--- src/include/cprc_pkg.sv ---
/*
 * Constants shared by the configuration memory readout control.
 * Assumes a 100 MHz core clock and an external configuration clock of at most a few MHz.
 */
package cprc_pkg;
    localparam int          CLK_PERIOD_NS      = 10;
    localparam int          RESET_HOLD_NS      = 200;
    localparam int          RESET_HOLD_CYC     = (RESET_HOLD_NS + CLK_PERIOD_NS - 1) / CLK_PERIOD_NS;
    localparam int          CFG_PULSE_NS       = 500;
    localparam int          CFG_PULSE_CYC      = CFG_PULSE_NS / CLK_PERIOD_NS;
    localparam int          OSC_DIV_CYC        = 8;
    localparam int          ADDR_W             = 16;
    localparam logic [15:0] REV0_START         = 16'h0000;
    localparam logic [15:0] REV1_START         = 16'h0400;
    localparam logic [15:0] REV2_START         = 16'h0800;
    localparam logic [15:0] REV3_START         = 16'h0C00;
    localparam logic [15:0] TERMINAL_COUNT_RST = 16'h0FFF;
    localparam int          SYNC_RST           = 0;
endpackage : cprc_pkg

--- src/design/cprc_readout.sv ---
/*
 * Readout control: address counter, clock source choice, standby/reset tri-states,
 * open-drain reset and configuration pulse lines, revision selection and cascade output.
 * Assumes CFG_CLK, CHIP_SELECT_N, BUSY, OE_RESET_N_IN and CONFIG_PULSE_N_IN are asynchronous to CLOCK; the memory array answers combinationally on MEM_ADDR.
 */
`timescale 1ns/100ps
module cprc_readout
    import cprc_pkg::*;
#(
    parameter int AW = ADDR_W
) (
    input  wire logic          CLOCK,
    input  wire logic          RST_N,
    input  wire logic          CFG_CLK,
    input  wire logic          CHIP_SELECT_N,
    input  wire logic          BUSY,
    input  wire logic          OE_RESET_N_IN,
    output logic               OE_RESET_N_OUT,
    output logic               OE_RESET_N_OE,
    input  wire logic          CONFIG_PULSE_N_IN,
    output logic               CONFIG_PULSE_N_OUT,
    output logic               CONFIG_PULSE_N_OE,
    input  wire logic          EXTERNAL_REV_PICK_ENABLE,
    input  wire logic          REVISION_PICK_BIT0,
    input  wire logic          REVISION_PICK_BIT1,
    input  wire logic [1:0]    INTERNAL_REV_PICK,
    input  wire logic          USE_INTERNAL_OSC,
    input  wire logic          PARALLEL_MODE,
    input  wire logic          CFG_CLOCK_OUT_ENABLE,
    input  wire logic          ISP_MODE_ACTIVE,
    input  wire logic          ISP_CLAMPED,
    input  wire logic          RECONFIGURE_CMD,
    input  wire logic [AW-1:0] TERMINAL_COUNT,
    output logic [AW-1:0]      MEM_ADDR,
    input  wire logic [7:0]    MEM_DATA,
    output logic               SERIAL_DATA_LINE_OUT,
    output logic               SERIAL_DATA_LINE_OE,
    output logic [6:0]         UPPER_DATA_LINES_OUT,
    output logic [6:0]         UPPER_DATA_LINES_OE,
    output logic               CFG_CLOCK_OUT,
    output logic               CFG_CLOCK_OUT_OE,
    output logic               CASCADE_ENABLE_OUT_N
);
    // Three-stage synchronisers; a change counts once stages two and three agree.
    localparam int NSYNC = 5;
    logic [NSYNC-1:0] s1_q, s2_q, s3_q, sv_q;
    logic [NSYNC-1:0] s1_d, s2_d, s3_d, sv_d, raw;
    logic             clk_s, cs_n_s, busy_s, oe_s, cf_s;
    logic             clk_prev_q, cf_prev_q, clk_prev_d, cf_prev_d;

    always_comb begin
        raw  = {CFG_CLK, CHIP_SELECT_N, BUSY, OE_RESET_N_IN, CONFIG_PULSE_N_IN};
        s1_d = raw;
        s2_d = s1_q;
        s3_d = s2_q;
        sv_d = sv_q;
        for (int i = 0; i < NSYNC; i++) begin
            if (s2_q[i] == s3_q[i]) begin
                sv_d[i] = s3_q[i];
            end
        end
        {clk_s, cs_n_s, busy_s, oe_s, cf_s} = sv_q;
        clk_prev_d = clk_s;
        cf_prev_d  = cf_s;
    end

    always_ff @(posedge CLOCK or negedge RST_N) begin
        if (!RST_N) begin
            s1_q       <= 5'h1B;
            s2_q       <= 5'h1B;
            s3_q       <= 5'h1B;
            sv_q       <= 5'h1B;
            clk_prev_q <= 1'b1;
            cf_prev_q  <= 1'b1;
        end else begin
            s1_q       <= s1_d;
            s2_q       <= s2_d;
            s3_q       <= s3_d;
            sv_q       <= sv_d;
            clk_prev_q <= clk_prev_d;
            cf_prev_q  <= cf_prev_d;
        end
    end

    function automatic logic [AW-1:0] rev_start(input logic [1:0] rev);
        case (rev)
            2'h0:    rev_start = AW'(REV0_START);
            2'h1:    rev_start = AW'(REV1_START);
            2'h2:    rev_start = AW'(REV2_START);
            default: rev_start = AW'(REV3_START);
        endcase
    endfunction : rev_start

    // Internal reset hold and reconfigure pulse timers.
    logic [7:0] rst_cnt_q, rst_cnt_d, cfp_cnt_q, cfp_cnt_d;
    logic       osc_q, osc_d, osc_prev_q, osc_prev_d;
    logic [3:0] div_q, div_d;

    always_comb begin
        rst_cnt_d = (rst_cnt_q != 8'h00) ? rst_cnt_q - 8'h01 : rst_cnt_q;
        cfp_cnt_d = (cfp_cnt_q != 8'h00) ? cfp_cnt_q - 8'h01 : cfp_cnt_q;
        if (RECONFIGURE_CMD) begin
            cfp_cnt_d = 8'(CFG_PULSE_CYC);
        end
        div_d      = (div_q == 4'(OSC_DIV_CYC - 1)) ? 4'h0 : div_q + 4'h1;
        osc_d      = (div_q == 4'(OSC_DIV_CYC - 1)) ? ~osc_q : osc_q;
        osc_prev_d = osc_q;
    end

    always_ff @(posedge CLOCK or negedge RST_N) begin
        if (!RST_N) begin
            rst_cnt_q  <= 8'(RESET_HOLD_CYC);
            cfp_cnt_q  <= 8'h00;
            div_q      <= 4'h0;
            osc_q      <= 1'b0;
            osc_prev_q <= 1'b0;
        end else begin
            rst_cnt_q  <= rst_cnt_d;
            cfp_cnt_q  <= cfp_cnt_d;
            div_q      <= div_d;
            osc_q      <= osc_d;
            osc_prev_q <= osc_prev_d;
        end
    end

    logic internal_reset;
    assign internal_reset     = rst_cnt_q != 8'h00;
    assign OE_RESET_N_OUT     = 1'b0;
    assign OE_RESET_N_OE      = internal_reset;
    assign CONFIG_PULSE_N_OUT = 1'b0;
    assign CONFIG_PULSE_N_OE  = cfp_cnt_q != 8'h00;

    // Counter, two-entry output buffer and cascade output.
    logic          src_edge, enabled, isp_block, advance, cf_rise;
    logic [1:0]    rev_pick;
    logic [AW-1:0] addr_q, addr_d;
    logic          tc_pass_q, tc_pass_d;
    logic [7:0]    buf_q [2];
    logic [7:0]    buf_d [2];
    logic [1:0]    cnt_q, cnt_d;
    logic [7:0]    dout_q, dout_d;

    always_comb begin
        rev_pick  = EXTERNAL_REV_PICK_ENABLE ? INTERNAL_REV_PICK
                                             : {REVISION_PICK_BIT1, REVISION_PICK_BIT0};
        src_edge  = USE_INTERNAL_OSC ? (osc_q && !osc_prev_q) : (clk_s && !clk_prev_q);
        cf_rise   = cf_s && !cf_prev_q;
        isp_block = ISP_MODE_ACTIVE;
        enabled   = !cs_n_s && oe_s;
        advance   = src_edge && enabled && cf_s && !isp_block
                    && !(PARALLEL_MODE && busy_s);
        addr_d    = addr_q;
        tc_pass_d = tc_pass_q;
        buf_d     = buf_q;
        cnt_d     = cnt_q;
        dout_d    = dout_q;
        // The buffer refills from the array only when a slot is free, so a held byte under busy is never lost.
        if (cnt_q != 2'h2 && enabled && !tc_pass_q && !isp_block) begin
            buf_d[cnt_q[0]] = MEM_DATA;
            cnt_d           = cnt_q + 2'h1;
            addr_d          = addr_q + 1'b1;
            if (addr_q == TERMINAL_COUNT) begin
                tc_pass_d = 1'b1;
            end
        end
        if (advance && cnt_q != 2'h0) begin
            dout_d   = buf_q[0];
            buf_d[0] = buf_d[1];
            if (cnt_d == cnt_q) begin
                cnt_d = cnt_q - 2'h1;
            end else begin
                buf_d[0] = (cnt_q == 2'h1) ? MEM_DATA : buf_q[1];
                cnt_d    = cnt_q;
            end
        end
        if (!enabled) begin
            addr_d    = '0;
            tc_pass_d = 1'b0;
            cnt_d     = 2'h0;
        end
        if (cf_rise) begin
            addr_d    = rev_start(rev_pick);
            tc_pass_d = 1'b0;
            cnt_d     = 2'h0;
        end
    end

    always_ff @(posedge CLOCK or negedge RST_N) begin
        if (!RST_N) begin
            addr_q    <= '0;
            tc_pass_q <= 1'b0;
            buf_q[0]  <= 8'h00;
            buf_q[1]  <= 8'h00;
            cnt_q     <= 2'h0;
            dout_q    <= 8'h00;
        end else begin
            addr_q    <= addr_d;
            tc_pass_q <= tc_pass_d;
            buf_q     <= buf_d;
            cnt_q     <= cnt_d;
            dout_q    <= dout_d;
        end
    end

    logic drive;
    assign drive                = enabled && !(ISP_MODE_ACTIVE && !ISP_CLAMPED);
    assign MEM_ADDR             = addr_q;
    assign SERIAL_DATA_LINE_OUT = dout_q[0];
    assign SERIAL_DATA_LINE_OE  = drive;
    assign UPPER_DATA_LINES_OUT = dout_q[7:1];
    assign UPPER_DATA_LINES_OE  = {7{drive && PARALLEL_MODE}};
    assign CFG_CLOCK_OUT        = USE_INTERNAL_OSC ? osc_q : clk_s;
    assign CFG_CLOCK_OUT_OE     = enabled && CFG_CLOCK_OUT_ENABLE;
    assign CASCADE_ENABLE_OUT_N = !(enabled && tc_pass_q && cnt_q == 2'h0);

    property p_upper_float;
        @(posedge CLOCK) disable iff (!RST_N) !PARALLEL_MODE |-> UPPER_DATA_LINES_OE == 7'h00;
    endproperty
    a_upper_float: assert property (p_upper_float) else $error("upper lines driven in serial mode");

    property p_no_adv_busy;
        @(posedge CLOCK) disable iff (!RST_N)
            PARALLEL_MODE && busy_s && enabled && !cf_rise |=> $stable(dout_q);
    endproperty
    a_no_adv_busy: assert property (p_no_adv_busy) else $error("byte changed while busy");

    // The enables follow the synchronised levels at once, the counter one cycle later.
    property p_reset_float;
        @(posedge CLOCK) disable iff (!RST_N)
            !oe_s && !cf_rise |-> (!SERIAL_DATA_LINE_OE && !CFG_CLOCK_OUT_OE) ##1 MEM_ADDR == '0;
    endproperty
    a_reset_float: assert property (p_reset_float) else $error("outputs not floated under reset line");

    property p_standby;
        @(posedge CLOCK) disable iff (!RST_N)
            cs_n_s && !cf_rise |-> (CASCADE_ENABLE_OUT_N && !CFG_CLOCK_OUT_OE) ##1 MEM_ADDR == '0;
    endproperty
    a_standby: assert property (p_standby) else $error("standby not honoured");

    property p_rst_pull;
        @(posedge CLOCK) disable iff (!RST_N) $fell(internal_reset) |-> $past(OE_RESET_N_OE);
    endproperty
    a_rst_pull: assert property (p_rst_pull) else $error("reset line not pulled");

    property p_cfg_pulse;
        @(posedge CLOCK) disable iff (!RST_N) RECONFIGURE_CMD |=> CONFIG_PULSE_N_OE [*8];
    endproperty
    a_cfg_pulse: assert property (p_cfg_pulse) else $error("config pulse too short");

    property p_rev_load;
        @(posedge CLOCK) disable iff (!RST_N)
            cf_rise |=> MEM_ADDR == rev_start($past(rev_pick));
    endproperty
    a_rev_load: assert property (p_rev_load) else $error("revision start not loaded");

    property p_isp_block;
        @(posedge CLOCK) disable iff (!RST_N)
            ISP_MODE_ACTIVE && !ISP_CLAMPED |-> !SERIAL_DATA_LINE_OE ##1 $stable(dout_q) || cf_rise;
    endproperty
    a_isp_block: assert property (p_isp_block) else $error("output during programming");

    property p_adv_gate;
        @(posedge CLOCK) disable iff (!RST_N)
            $changed(dout_q) |-> $past(src_edge && !cs_n_s && oe_s && cf_s && !ISP_MODE_ACTIVE);
    endproperty
    a_adv_gate: assert property (p_adv_gate) else $error("byte advanced without a qualified edge");

    property p_osc_pick;
        @(posedge CLOCK) disable iff (!RST_N)
            advance && USE_INTERNAL_OSC |-> $rose(osc_q);
    endproperty
    a_osc_pick: assert property (p_osc_pick) else $error("advance not from the oscillator");

    property p_cascade;
        @(posedge CLOCK) disable iff (!RST_N)
            !CASCADE_ENABLE_OUT_N |-> !cs_n_s && oe_s && tc_pass_q;
    endproperty
    a_cascade: assert property (p_cascade) else $error("cascade output low too early");

    property p_clk_float;
        @(posedge CLOCK) disable iff (!RST_N)
            CFG_CLOCK_OUT_OE |-> !cs_n_s && oe_s;
    endproperty
    a_clk_float: assert property (p_clk_float) else $error("clock output driven while disabled");

    property p_serial_only;
        @(posedge CLOCK) disable iff (!RST_N)
            drive && !PARALLEL_MODE |-> SERIAL_DATA_LINE_OE && UPPER_DATA_LINES_OE == 7'h00;
    endproperty
    a_serial_only: assert property (p_serial_only) else $error("serial mode lines wrong");
endmodule : cprc_readout

--- config.mk ---
export PLATFORM = sky130hd
export DESIGN_NAME = cprc_readout
export DESIGN_NICKNAME = d
export VERILOG_FILES = /design/src/include/cprc_pkg.sv /design/src/design/cprc_readout.sv
export SDC_FILE = /design/constraint.sdc
export NUM_CORES = 1
export LEC_CHECK = 0
export BUFFER_PORTS_ARGS = -buffer_cell sky130_fd_sc_hd__buf_2
export CORE_ASPECT_RATIO = 1.1
export CORE_MARGIN = 2
export CORE_UTILIZATION = 35
export CTS_BUF_LIST = sky130_fd_sc_hd__clkbuf_4
export CTS_CLUSTER_SIZE = 16
export DETAILED_ROUTE_END_ITERATION = 10
export HOLD_SLACK_MARGIN = 0.03
export MAX_ROUTING_LAYER = met4
export SYNTH_ARGS = -nofsm -noshare
export SYNTH_HDL_FRONTEND = slang
export SYNTH_SLANG_ARGS = --single-unit
--- constraint.sdc ---
create_clock -name CLOCK -period 3 [get_ports CLOCK]
set_input_delay 0 -clock CLOCK [delete_from_list [all_inputs] [get_ports CLOCK]]
set_output_delay 0 -clock CLOCK [all_outputs]
set_load 0.01 [all_outputs]
# Word-level counts from Yosys, hierarchy flattened
# Cells that the tools add are included.
[word_totals]
register_bits = 87
in_bits = 42
wordCells = 110
[op_classes]
add_sub_neg = 6
order_cmp = 2
n_eq_ne = 15
n_mux = 26
bitwise_logic = 2
n_reduce_logical = 38
[op_table]
columns = ["cell", "count"]
rows = [
  ["two-way mux 16 bit", 4],
  ["two-way mux 8 bit", 6],
  ["one-hot mux 12 bit (3 select lines)", 1],
  ["logical AND 1 bit", 20],
  ["adder 16 x 1 -> 16 bit, second input constant", 1],
  ["bitwise mux 16 bit", 1],
  ["== test 16 bit", 1],
  ["nonzero test 8 bit", 2],
  ["subtractor 8 x 1 -> 8 bit, second input constant", 2],
  ["two-way mux 2 bit", 6],
  ["zero test 1 bit", 10],
  ["demux 8 bit (select 1 bit)", 1],
  ["two-way mux 1 bit", 6],
  ["inequality test 3 x 1 -> 1 bit, second input constant", 2],
  ["nonzero test 2 bit", 3],
  ["== test 1 bit", 5],
  ["adder 4 x 1 -> 4 bit, second input constant", 1],
  ["== test 2 x 1 -> 1 bit, second input constant", 2],
  ["== test 4 x 3 -> 1 bit, second input constant", 1],
  ["zero test 2 bit", 2],
  ["two-way mux 4 bit", 1],
  ["inequality test 4 x 3 -> 1 bit, second input constant", 1],
  ["adder 2 x 1 -> 2 bit, second input constant", 1],
  ["== test 2 bit", 1],
  ["8 further kinds", 8],
]

# Depth between registers and ports, before layout
[depth]
ltp_word = 11
mapped_depth = 8
depth_no_buf = 6

# Least setup slack after synthesis
# Ideal clock, no wire load.
[synth_timing]
kind = "reg-to-reg"
start = "reg cnt_q[0]"
end = "reg buf_q[10] in the netlist's numbering"
setup_time_ns = 0.156
arrival_time_ns = 2.211
t_required_ns = 2.844
path_slack_ns = 0.633
path_stages_with_launch = 8
period_less_slack_ns = 2.367
cell_sequence = "dfrtp_1 -> inv_1 -> ha_1 -> or4b_1 -> a211o_1 -> clkbuf_1 -> a211oi_2 -> a221oi_1"
[synth_via]
elab_chain_len = 9
word_cells_on_any_way = 22
cone_classes = "add/sub: 1; order compare: 2; eq/ne: 3; mux: 8; bitwise: 1; reduce/logical: 7"
[synth_lines]
columns = ["element", "line", "text"]
rows = [
  ["start: declaration", "cprc_readout.sv:140", "logic [1:0] cnt_q, cnt_d;"],
  ["start signal: assignment", "cprc_readout.sv:200", "cnt_q <= cnt_d;"],
  ["NOT 1 -> 2 bit (implied by the code)", "cprc_readout.sv:159", "buf_d[cnt_q[0]] = MEM_DATA;"],
  [">= comparator 2 bit (implied by the code) / less-than comparator 2 x 1 -> 1 bit (equally long branches)", "cprc_readout.sv:159", ""],
  ["logical AND 1 bit (implied by the code)", "cprc_readout.sv:159", ""],
  ["two-way mux 8 bit (implied by the code)", "cprc_readout.sv:159", ""],
  ["demux 8 bit (select 1 bit)", "cprc_readout.sv:159", ""],
  ["bitwise mux 16 bit", "cprc_readout.sv:159", ""],
  ["two-way mux 16 bit", "cprc_readout.sv:158", "if (cnt_q != 2'h2 && enabled && !tc_pass_q && !isp_block) begin"],
  ["two-way mux 8 bit", "cprc_readout.sv:169", "if (cnt_d == cnt_q) begin"],
  ["two-way mux 8 bit", "cprc_readout.sv:166", "if (advance && cnt_q != 2'h0) begin"],
  ["end signal: assignment", "cprc_readout.sv:199", "buf_q <= buf_d;"],
  ["end: declaration", "cprc_readout.sv:138", "logic [7:0] buf_q [2];"],
]
# Several ways; a longest one is shown, not always the timed one. The select of a mux whose other input is x is not followed.
# A chain may end at the register's enable or synchronous reset.

# Worst setup path after layout
[layout_timing]
start = "reg cnt_q[0]"
end = "reg addr_q[7], in the netlist MEM_ADDR[7]"
[layout_via]
elab_chain_len = 5
[layout_lines]
columns = ["element", "line", "text"]
rows = [
  ["inequality test 2 bit", "cprc_readout.sv:158", ""],
  ["logical AND 1 bit (3 in a row)", "cprc_readout.sv:158", ""],
  ["inequality test 3 x 1 -> 1 bit (no line)", "--", ""],
  ["end signal: assignment", "cprc_readout.sv:197", "addr_q <= addr_d;"],
  ["end: declaration", "cprc_readout.sv:136", "logic [AW-1:0] addr_q, addr_d;"],
]
# No other way between the ends.

==> impl_results.md <==
- Post-CTS Setup Inserts: 0
- RSZ-0062 raised after global routing: no
- Family with the most delay on the worst path: simple AND/OR/NAND/NOR gates
- Quantity of I/O buffers inserted on ports: 78
- Fin. Hold Viols: 0
- WHS: around 0.11 ns
- Ports: between 80 and 90
- Critical Path Sink Type: register
- Top FF cell, synth: dfrtp_1
- Slowest-stage cell, CP: or4b_1
- Layout Nets: 520
- Critical path required time: around 3.4 ns
- Post-DP HPWL: about 6.1 mm
- Worst-path maximum fanout: 6
- Vias: ~3k
- Antenna cells: 0
- EDFF count, synth: 0
- CTS tree: done
- Ys Warns: 0
- Highest-count cells in the layout ignoring fill and taps: 77 x buf_2, 67 x dfrtp_1, 29 x inv_1
- Worst Path Arrival: approximately 2.9 ns
- Antenna Nets Post-Route: 0
- Number of CTS-inserted buffers: 9
- Max-cap violations: 0
- Layout cell share with drive strength beyond 1: 28.63%
- Leak pwr: roughly 2.4 nW
- Seq/Total Area, Yosys: between 50% and 60%
- Status: finished clean
- Number of global-route vias before repair: roughly 2.9k
- CP Launch Type: register
- Dpl ws: 0.4735 ns
- Max incr delay on CP: 0.66 ns
- Crit share post-route: a little over four fifths
- Drt pass-1 iters: 4
- Largest net degree at the start of global routing: 53
- Worst setup margin: 0.4630 ns
- Worst vdd ir: 0.2121 mV
- Die area: ~0.012 mm^2
- Setup CP Type: reg2reg
- Setup TNS: 0 ns
- 1st-iter DRT viols: about 110
- Vias/cell: just under 5
- Worst Max-Slew Pin Slew: ~0.64 ns
- Final Skew: around 0.021 ns
- DRC Markers: 0
- First-pass GRT wire length: 14.08 mm
- Asr flop ratio synth: 100.0%
- # clock sinks: 87
- Die Wd: between 100 and 150 um
- Relative slew slack: 57.02%
- Clk_lat worst skew: approximately 0.45 ns
- #FFs+latches synth: slightly below 90
- GRT overflow: 0
- Clock Tree Buf Depth: 2
- Netlist cell types: 53
- CP cell instances: inv_1, ha_1, or4b_1, or4_4, or3_1, a21oi_1
- Placer Congestion: roughly 0.79
- Row count: between 40 and 50
- Post-Syn Instances: 368
- Area grow syn2layout: 22.65%
- CTS H-tree lvls: 3
- Height of the chip: 116.7 um
- Total wire length: between 8 and 9 mm
- Initial Util: between 30% and 40%
- Max Fclk: 394.2 MHz
- Pwr dens: roughly 470 mW/mm^2
- Initial antenna violation count: 0
- Hold Path Class: in2async
- Total GRT Usage: ~15%
- Min cycle time layout: around 2.5 ns
- Commonest non-fill, non-tap cell in the layout: buf_2
- Avg WL per Cell: around 14 um
- Setup violators final: 0
- Root Driver: clkbuf_4
- Syn avg cell area: 10.98 um^2
- Core Region: approximately 0.011 mm^2
- Worst Path Buf+Inv: 1
- Final Slew Violations: 0
- Mapped Area: between 0.004 and 0.005 mm^2
- Clock-pin slew on the worst setup and hold paths: roughly 0.15 ns
==> final timing paths <==
kind	cells past startpoint	startpoint	slack [ns]	endpoint
setup / recovery	6	cnt_q[0]	0.46	MEM_ADDR[7]
max in group asynchronous	3	RST_N	2.12	cf_prev_q
hold / removal	2	RST_N	0.11	cfp_cnt_q[0]
hold reg to reg	0	s2_q[0]	0.35	s3_q[0]
min in group CLOCK	5	PARALLEL_MODE	0.14	cnt_q[1]
setup reg to reg	6	cnt_q[0]	0.46	MEM_ADDR[7]
==> worst register-to-register path: stages, from the launching register on <==
cell and delay [ns]:
dfrtp_1 0.44, inv_1 0.10, ha_1 0.21, or4b_1 0.66
or4_4 0.56, or3_1 0.33, a21oi_1 0.16
==> power breakdown <==
group / internal (mW) / total (mW) / switching (mW)
clock network: 0.345 / 0.739 / 0.394
registers: 1.26 / 1.30 / 0.0399
logic: 0.128 / 0.270 / 0.142
==> logic make-up after synthesis <==
| logic type | Yosys count | synth area share [%] |
|---|---|---|
| and+or+nand+nor | 117 | 15.58 |
| buffers and inverters | 44 | 4.863 |
| xor gates and xnor gates | 33 | 7.497 |
| adders and majority gates | 13 | 3.718 |
| muxes | 16 | 4.306 |
| other | 1 | 0.09285 |
| DFF | 87 | 54.52 |
| AOI/OAI and AO/OA | 57 | 9.418 |
==> flip-flops by register name (all words and copies together) (netlist names) <==
register    flops
cf_prev_q       1
osc_prev_q      1
tc_pass_q       1
dout_q          8
s1_q            5
sv_q            5
cfp_cnt_q       8
buf_q          16
div_q           4
s3_q            5
MEM_ADDR       16
s2_q            5
osc_prev_d      1
cnt_q           2
rst_cnt_q       8
clk_prev_q      1
==> layout make-up <==
class                           instances  area, um^2
Clock inverter                          6       85.08
Inverter                               29       108.9
Clock buffer                           10       75.07
Tap cell                              150       187.7
Multi-Input combinational cell        238        1644
Sequential cell                        87        2202
Fill cell                            1127        6435
Timing Repair Buffer                  105       650.6
==> cells in the mapped netlist (3+ instances only) <==
cell      instances  share of area (%)
nor4b_1           3               0.65
nor4_1            3               0.46
dfrtp_1          67                 42
xor2_1           16                3.5
ha_1              8                2.5
nand4_1           5               0.77
nor2b_1           3               0.46
or3_1            10                1.5
inv_1            29                2.7
nor2_1           23                2.1
o21ai_0          14                1.7
a21oi_1          14                1.7
buf_4             8                1.5
nand2b_1          3               0.46
dfstp_2          20                 13
nor3_1           20                2.5
mux2_2           11                3.1
maj3_1            5                1.2
clkbuf_1          5               0.46
xnor2_1          16                3.5
a221oi_1          8                1.7
nand3_1          12                1.5
mux2i_1           5                1.2
a31oi_1           3               0.46
nand2_1          19                1.8
==> metal layers <==
layer / global-route usage (%) / wire [um] / up-vias
li1: - / - / 1482
met1: 18.82 / 3938 / 1456
met2: 22.82 / 3945 / 65
met3: 4.297 / 441 / 12
met4: 5.628 / 152 / 0
met5: - / 0 / -
==> through the flow <==
step                cell area, um^2  total power [mW]  cells  utilization [%]
global placement               4573             1.565    587            40.16
floorplan                      4043             1.463    369                -
global route                   4954             2.443    625            43.50
finish                         4954             2.307    625            43.50
detailed placement             4573             1.574    587            40.16
CTS                            4954             2.351    625            43.50
==> timing repair <==
action | in CTS | in global routing
hold buffers | 22 | 0
endpoints found under the hold margin | 82 | 0
resized for setup | 0 | 0
Note: power is estimated with default switching activity, not from simulation.
